--- config.mk ---
export PLATFORM = sky130hd
export DESIGN_NAME = rpfc_top
export DESIGN_NICKNAME = d
export VERILOG_FILES = /design/src/rpfc_pkg.sv /design/src/rpfc_top.sv
export SDC_FILE = /design/constraint.sdc
export NUM_CORES = 1
export LEC_CHECK = 0
export BUFFER_PORTS_ARGS = -buffer_cell sky130_fd_sc_hd__buf_2
export CAP_MARGIN = 20
export CORE_ASPECT_RATIO = 1.25
export CORE_MARGIN = 4
export CORE_UTILIZATION = 52
export CTS_BUF_LIST = sky130_fd_sc_hd__clkbuf_8
export DETAILED_ROUTE_END_ITERATION = 12
export PLACE_DENSITY = 0.9
export SLEW_MARGIN = 5
export SYNTH_ARGS = -nofsm -noshare
export SYNTH_HDL_FRONTEND = slang
export SYNTH_SLANG_ARGS = --single-unit
--- constraint.sdc ---
create_clock -name clk -period 1.8 [get_ports clk]
set_clock_uncertainty 0.1 [all_clocks]
set_input_delay 0.27 -clock clk [delete_from_list [all_inputs] [get_ports clk]]
set_output_delay 0.27 -clock clk [all_outputs]
set_load 0.02 [all_outputs]
--- src/rpfc_pkg.sv ---
package rpfc_pkg;
   localparam logic [15:0] RPFC_ADDR0_LO = 16'hFF38;
   localparam logic [15:0] RPFC_ADDR0_HI = 16'hFF39;
   localparam logic [15:0] RPFC_ADDR1_LO = 16'hFF3A;
   localparam logic [15:0] RPFC_ADDR1_HI = 16'hFF3B;
   localparam logic [15:0] RPFC_CTRL_ADDR = 16'hFF3C;
   localparam logic [15:0] RPFC_VECTOR = 16'hF7FD;
   localparam logic [15:0] RPFC_ADDR_RESET = 16'h0000;
   localparam logic [7:0] RPFC_CTRL_RESET = 8'h00;
   localparam int RPFC_HIT0_BIT = 0;
   localparam int RPFC_EN0_BIT = 1;
   localparam int RPFC_HIT1_BIT = 2;
   localparam int RPFC_EN1_BIT = 3;
   localparam logic [7:0] RPFC_CTRL_WMASK = 8'h0A;

   typedef struct packed {
      logic [15:0] addr;
      logic [7:0] wdata;
      logic [15:0] wdata16;
      logic wr8;
      logic wr16;
      logic bit_wr;
      logic [2:0] bit_sel;
      logic bit_val;
      logic rd;
      logic hit_clr0;
      logic hit_clr1;
   } rpfc_bus_t;

   typedef struct packed {
      logic [15:0] pa0;
      logic [15:0] pa1;
      logic [7:0] ctrl;
      logic branch_req;
      logic suppress;
      logic [15:0] branch_target;
      logic [15:0] rdata;
   } rpfc_state_t;
endpackage

--- src/rpfc_top.sv ---
`timescale 1ns/1ns
module rpfc_top
   import rpfc_pkg::*;
(
   input wire logic clk,
   input wire logic rst_b,
   input wire rpfc_bus_t bus,
   input wire logic fetch_valid,
   input wire logic [15:0] fetch_addr,
   output logic branch_req,
   output logic [15:0] branch_target,
   output logic fetch_suppress,
   output logic [15:0] rdata,
   output logic [7:0] patch_control
);
   rpfc_state_t s_q;
   rpfc_state_t s_d;
   logic match0;
   logic match1;

   function automatic logic hits(input logic [15:0] a, input logic [15:0] f, input logic en, input logic v);
      hits = v && en && (a == f);
   endfunction

   // The compare is combinational on the fetch address so the request lands the cycle after the fetch.
   assign match0 = hits(s_q.pa0, fetch_addr, s_q.ctrl[RPFC_EN0_BIT], fetch_valid);
   assign match1 = hits(s_q.pa1, fetch_addr, s_q.ctrl[RPFC_EN1_BIT], fetch_valid);

   always_comb begin
      s_d = s_q;
      // A write while enabled is taken as is; the core may fire on a stale value meanwhile.
      if (bus.wr16 && bus.addr == RPFC_ADDR0_LO) begin
         s_d.pa0 = bus.wdata16;
      end
      if (bus.wr16 && bus.addr == RPFC_ADDR1_LO) begin
         s_d.pa1 = bus.wdata16;
      end
      if (bus.addr == RPFC_CTRL_ADDR) begin
         if (bus.wr8) begin
            s_d.ctrl = (s_q.ctrl & ~RPFC_CTRL_WMASK) | (bus.wdata & RPFC_CTRL_WMASK);
         end else if (bus.bit_wr && RPFC_CTRL_WMASK[bus.bit_sel]) begin
            s_d.ctrl[bus.bit_sel] = bus.bit_val;
         end
      end
      if (bus.hit_clr0) begin
         s_d.ctrl[RPFC_HIT0_BIT] = 1'b0;
      end
      if (bus.hit_clr1) begin
         s_d.ctrl[RPFC_HIT1_BIT] = 1'b0;
      end
      // Set wins over a clear in the same cycle so no hit is lost.
      if (match0) begin
         s_d.ctrl[RPFC_HIT0_BIT] = 1'b1;
      end
      if (match1) begin
         s_d.ctrl[RPFC_HIT1_BIT] = 1'b1;
      end
      s_d.ctrl[7:4] = 4'h0;
      s_d.branch_req = match0 | match1;
      s_d.suppress = match0 | match1;
      s_d.branch_target = RPFC_VECTOR;
      s_d.rdata = 16'h0000;
      if (bus.rd) begin
         unique case (bus.addr)
            RPFC_ADDR0_LO: s_d.rdata = s_q.pa0;
            RPFC_ADDR0_HI: s_d.rdata = {8'h00, s_q.pa0[15:8]};
            RPFC_ADDR1_LO: s_d.rdata = s_q.pa1;
            RPFC_ADDR1_HI: s_d.rdata = {8'h00, s_q.pa1[15:8]};
            RPFC_CTRL_ADDR: s_d.rdata = {8'h00, s_q.ctrl};
            default: s_d.rdata = 16'h0000;
         endcase
      end
   end

   always_ff @(posedge clk or negedge rst_b) begin
      if (!rst_b) begin
         s_q.pa0 <= RPFC_ADDR_RESET;
         s_q.pa1 <= RPFC_ADDR_RESET;
         s_q.ctrl <= RPFC_CTRL_RESET;
         s_q.branch_req <= 1'b0;
         s_q.suppress <= 1'b0;
         s_q.branch_target <= RPFC_VECTOR;
         s_q.rdata <= 16'h0000;
      end else begin
         s_q <= s_d;
      end
   end

   assign branch_req = s_q.branch_req;
   assign branch_target = s_q.branch_target;
   assign fetch_suppress = s_q.suppress;
   assign rdata = s_q.rdata;
   assign patch_control = s_q.ctrl;
endmodule

After elaboration in Yosys (flattened, before gate mapping)
Memory sizes are Yosys's and may differ from the RTL's.
Cells that the tools add are included.
Widths: inputs -> output; s select.
- register bits: 53
- bits in read-only memories: 8
- bits of input ports: 69
- output and inout port bits: 42
- word-level logic and storage cells: 48
- memories: 1
- memories (memory ; depth ; width ; read ports ; clocked after memory_dff ; write ports ; line ; RTL):
    (name not given) ; 8 ; 1 ; 1 ; 0 ; 0 ; rpfc_top.sv:41 ; end else if (bus.bit_wr && RPFC_CTRL_WMASK[bus.bit_sel]) begin
- magnitude comparators: 2
- equal/unequal tests: 7
- multiplexer cells: 13
- bitwise gates (word level): 2
- reduce and logical (&&, ||, !) cells: 16
- operators with widths (operator ; number):
    $eq 16x16->1 const B ; 5
    $pmux 16 s5 ; 1
    $eq 16x16->1 ; 2
    $mux 16 ; 1
    $bwmux 8 ; 1
    $logic_and 1x1->1 ; 8
    $mux 4 ; 2
    $reduce_bool 4->1 ; 2
    $mux 1 ; 6
    $reduce_and 2->1 ; 3
    $reduce_bool 3->1 ; 2
    $lt 3x4->1 const B ; 1
    $or 3x4->4 ; 1
    $demux 1 s3 ; 1
    $ge 3x1->1 const B ; 1
    $mux 3 ; 1
    $reduce_bool 2->1 ; 1
    $or 1x1->1 ; 1

Logic depth before layout (Yosys ltp)
- depth after elaboration: 10
- depth in mapped cells: 6
- gate-level depth less buffers: 4

Least setup slack after synthesis
No wires, ideal clock.
- path kind: input-to-reg
- from: in bus[40] (netlist bit)
- to: reg s_q[48] (netlist bit)
- library setup time: 125 ps
- arrival: 1535 ps
- required time: 1575 ps
- slack: 40 ps
- stages: 5
- path buffers: 1
- path through: nand4bb_4 nor4_4 nand4b_4 buf_6 mux2_4
- longest elaborated chain between the ends: 2
- RTL lines (what ; line ; RTL):
    from (decl) ; rpfc_top.sv:7 ; input wire rpfc_bus_t bus,
    $eq 16x16->1 ; rpfc_top.sv:35 ; if (bus.wr16 && bus.addr == RPFC_ADDR1_LO) begin
    $logic_and 1x1->1 ; rpfc_top.sv:35 ;
    to (decl) ; rpfc_top.sv:16 ; rpfc_state_t s_q;
Every way passes these cells.
A chain may end at the register's enable or synchronous reset.

Worst setup path in the final report
- from: reg s_q[52] (netlist bit)
- to: reg s_q (netlist bit patch_control[2])
- longest elaborated chain between the ends: 4
- elaborated cells on any way between the ends: 6
- those cells by class: eq/ne (1); mux (1); reduce/logical (4)
- RTL lines (what ; line ; RTL):
    $eq 16x16->1 * ; rpfc_top.sv:22 ; hits = v && en && (a == f);
    $logic_and 1x1->1 * ; rpfc_top.sv:22 ;
    $reduce_bool 4->1 (no line) / $reduce_bool 3->1 (equally long branches) ; n/a ;
    $reduce_and 2->1 (no line) ; n/a ;
Every way passes the cells marked *; elsewhere a longest branch is shown, timed or not.

==> summary.txt <==
Status
  • Outcome: finished clean

Clock network
  • CTS buffer count: 5
  • H-tree depth: 2
  • Clk sinks: 53
  • Clk_lat worst skew: 0.31 ns
  • Root Driver: clkbuf_8
  • Post-CTS Setup Inserts: 0
  • Clock buffer depth: 2
  • CTS tree: built
  • Clock Pin Slew Worst Setup and Hold Paths: 0.10 ns

Synthesis
  • Sequential share of the synthesized area: between 40 and 50%
  • Synth Warn #: 0
  • Cells after Synth: 263
  • Synth Flop Type: dfrtp_1
  • Number of synthesized flops with an enable pin: 0
  • Ys async rst share: 100%
  • Mapped Area: 0.00309 mm²
  • Number of synthesized register bits: 53
  • Synthesized area per cell: 11.7 µm²
  • Count of cell types in the netlist: 33

Detailed routing
  • DR pass1 iterations: 5
  • Via-to-Cell Ratio: 5.44
  • Vias after detailed routing: approximately 2,200
  • Final ANT Viol Nets: 0
  • Drt total wl: 6.99 mm
  • # DRC: 0
  • Initial drt markers: 186
  • Drt wl/cell: 17.6 µm

Place
  • Placed inst area: 0.00338 mm²
  • Total placed cells including tap cells: 388
  • Hpwl dp: 5.60 mm
  • IO buf count: 84
  • Routability Congestion: 0.863

GRT
  • Largest net degree at the start of global routing: 34
  • Vias in the first global route: roughly 2,200
  • Total grt overflow: 0
  • Antenna violations before repair: 0
  • First-pass GRT wire length: 10.9 mm
  • GRT Total Usage: between 10% and 20%

Critical path
  • Crit-path slowest cell: or4_1
  • CP Capture Type: register
  • Crit Path Category: reg -> reg
  • Delay-heaviest family, CP: simple AND/OR/NAND/NOR gates
  • Crit path buf inv count: 0
  • CP max stage delay: 0.56 ns
  • Crit path required time: 1.93 ns
  • CP Capture Point: patch_control[2]
  • Capture point of the worst reg-to-reg path: patch_control[2]
  • CP Launch Type: register
  • Reg-to-Reg Start: s_q[52]
  • CP Max Fanout: 3
  • Data arrival time of the worst path: 1.90 ns
  • R2R Setup Slk: 0.02 ns
  • Worst Reg-to-Reg Cells: 4
  • Crit path launch: s_q[52]
  • Crit path cell chain: xnor2_1 > nand4_1 > or4_1 > o22ai_1
  • Worst path depth: 4

Finish
  • FF/Latch Area: about 0.0013 mm²
  • Synth-to-Final Area Change: 13.0%
  • Share of layout cells above drive strength 1: 41.7%
  • Finished Layout Cells: 397
  • N_diodes: 0
  • Fin area: 0.00349 mm²
  • Commonest non-fill, non-tap cell in the layout: buf_2
  • Most frequent cells in the layout: 84 x buf_2, 53 x dfrtp_1, 32 x xnor2_1
  • Multi-input gate area: ~0.0015 mm²
  • Final net count: about 400
  • Fillers: 448

Worst hold path
  • Hold Path Class: in -> reg

Die
  • Core area: ~0.0058 mm²
  • Rows: 31
  • Initial Util: 53.5%
  • DIE HEIGHT: about 94 µm
  • Full die area: 0.00725 mm²
  • Die width: 76.9 µm
  • Top Ports: roughly 110

Timing
  • Fin crit share: 98.6%
  • Fmax achieved: about 0.56 GHz
  • Max-slew violations: 0
  • Final setup viols: 0
  • Sum Neg Setup Slack: 0 ns
  • Final Hold Fails: 0
  • Min Tclk post-route: 1.78 ns

Flow run
  • Max-cap violations: 0

Power and ir drop
  • Max IR drop VDD: 447 µV
  • Power Density: 617 mW/mm²
  • Leakage: roughly 1.8 nW
-- cell type report --
class / count / share of cell area (%)
clock buffer: 5 / 1.97
clock inverter: 3 / 0.752
inverter: 4 / 0.430
multi-input combinational: 174 / 42.0
sequential: 53 / 38.0
tap: 66 / 2.36
timing repair buffer: 92 / 14.5
-- power by group --
part	switching [mW]	internal, mW
clock	0.414	0.284
combinational	0.161	0.104
sequential	0.000277	1.19
total	0.575	1.58
-- state kept, by name, summed over array words and instances, names as in the netlist --
name,count
fetch_suppress,1
patch_control,4
rdata,16
s_q,32
-- kinds of logic (layout without fill, tap and decap cells) --
family / count (synthesis) / in the layout / synth area share [%]
simple gates: 54 / 54 / 12.1
other cells: 2 / 20 / 0.243
compound gates: 28 / 28 / 6.76
flops: 53 / 53 / 42.9
xor+xnor: 32 / 32 / 9.07
mux: 40 / 40 / 16.7
buf+inv: 54 / 104 / 12.2
-- per-stage QoR --
| stage | power, mW | hold slack [ns] | util [%] | worst slack (ns) |
|---|---|---|---|---|
| finish | 2.15 | 0.0547 | 60.4 | 0.0245 |
| global route | 2.23 | 0.0494 | 60.4 | -0.0202 |
| CTS | 2.16 | 0.0502 | 60.2 | 0.0124 |
| detailed placement | 1.47 | 0.162 | 58.4 | -0.130 |
| global placement | 1.46 | 0.144 | 58.4 | -0.0609 |
| floorplan | 1.37 | -0.126 | - | 0.0403 |
-- repair_timing --
item | 4_1_cts | 5_1_grt
hold endpoints to repair | 20 | 0
resized for setup | 0 | 3
hold buffers | 1 | 0
endpoints found under the setup margin | 0 | 2
-- Yosys cell counts (2+ instances only) --
master / n / area [µm²]
a2111oi_0: 4 / 35.0
a211o_1: 4 / 35.0
a211oi_1: 9 / 67.6
a21oi_1: 5 / 25.0
buf_4: 42 / 315
buf_6: 2 / 22.5
clkbuf_1: 5 / 18.8
conb_1: 2 / 7.51
dfrtp_1: 53 / 1330
inv_1: 4 / 15.0
mux2_2: 12 / 135
mux2_4: 20 / 300
mux2i_1: 8 / 80.1
nand2_1: 4 / 15.0
nand3_1: 11 / 55.1
nand4_1: 7 / 43.8
nor2_1: 12 / 45.0
nor2b_1: 9 / 56.3
nor4_4: 2 / 42.5
o22ai_1: 3 / 18.8
or4_1: 2 / 15.0
xnor2_1: 32 / 280
-- layer usage --
layer  track usage [%]  vias up  wire [µm]
li1                  -      996          -
met1              21.5     1048       2620
met2              34.6       93       3620
met3              3.84       23        382
met4              12.1        0        367
met5                 0        -          0
-- worst min path at each step --
stage / from / end / slack, ns / cells after the start
floorplan: rst_b / fetch_suppress / -0.13 / 0
global placement: rst_b / s_q[66] / 0.14 / 1
detailed placement: rst_b / s_q[66] / 0.16 / 1
CTS: bus[1] / patch_control[0] / 0.05 / 2
global route: bus[1] / patch_control[0] / 0.05 / 2
finish: bus[1] / patch_control[0] / 0.05 / 2
-- worst reg2reg max path, delay by kind of cell, from the launching register on --
kind / cells / cell delay, ns
DFF: 1 / 0.43
AOI/OAI and AO/OA: 1 / 0.17
xor gates and xnor gates: 1 / 0.27
and+or+nand+nor: 2 / 0.72
No activity file was read; power rests on OpenSTA's default activity.
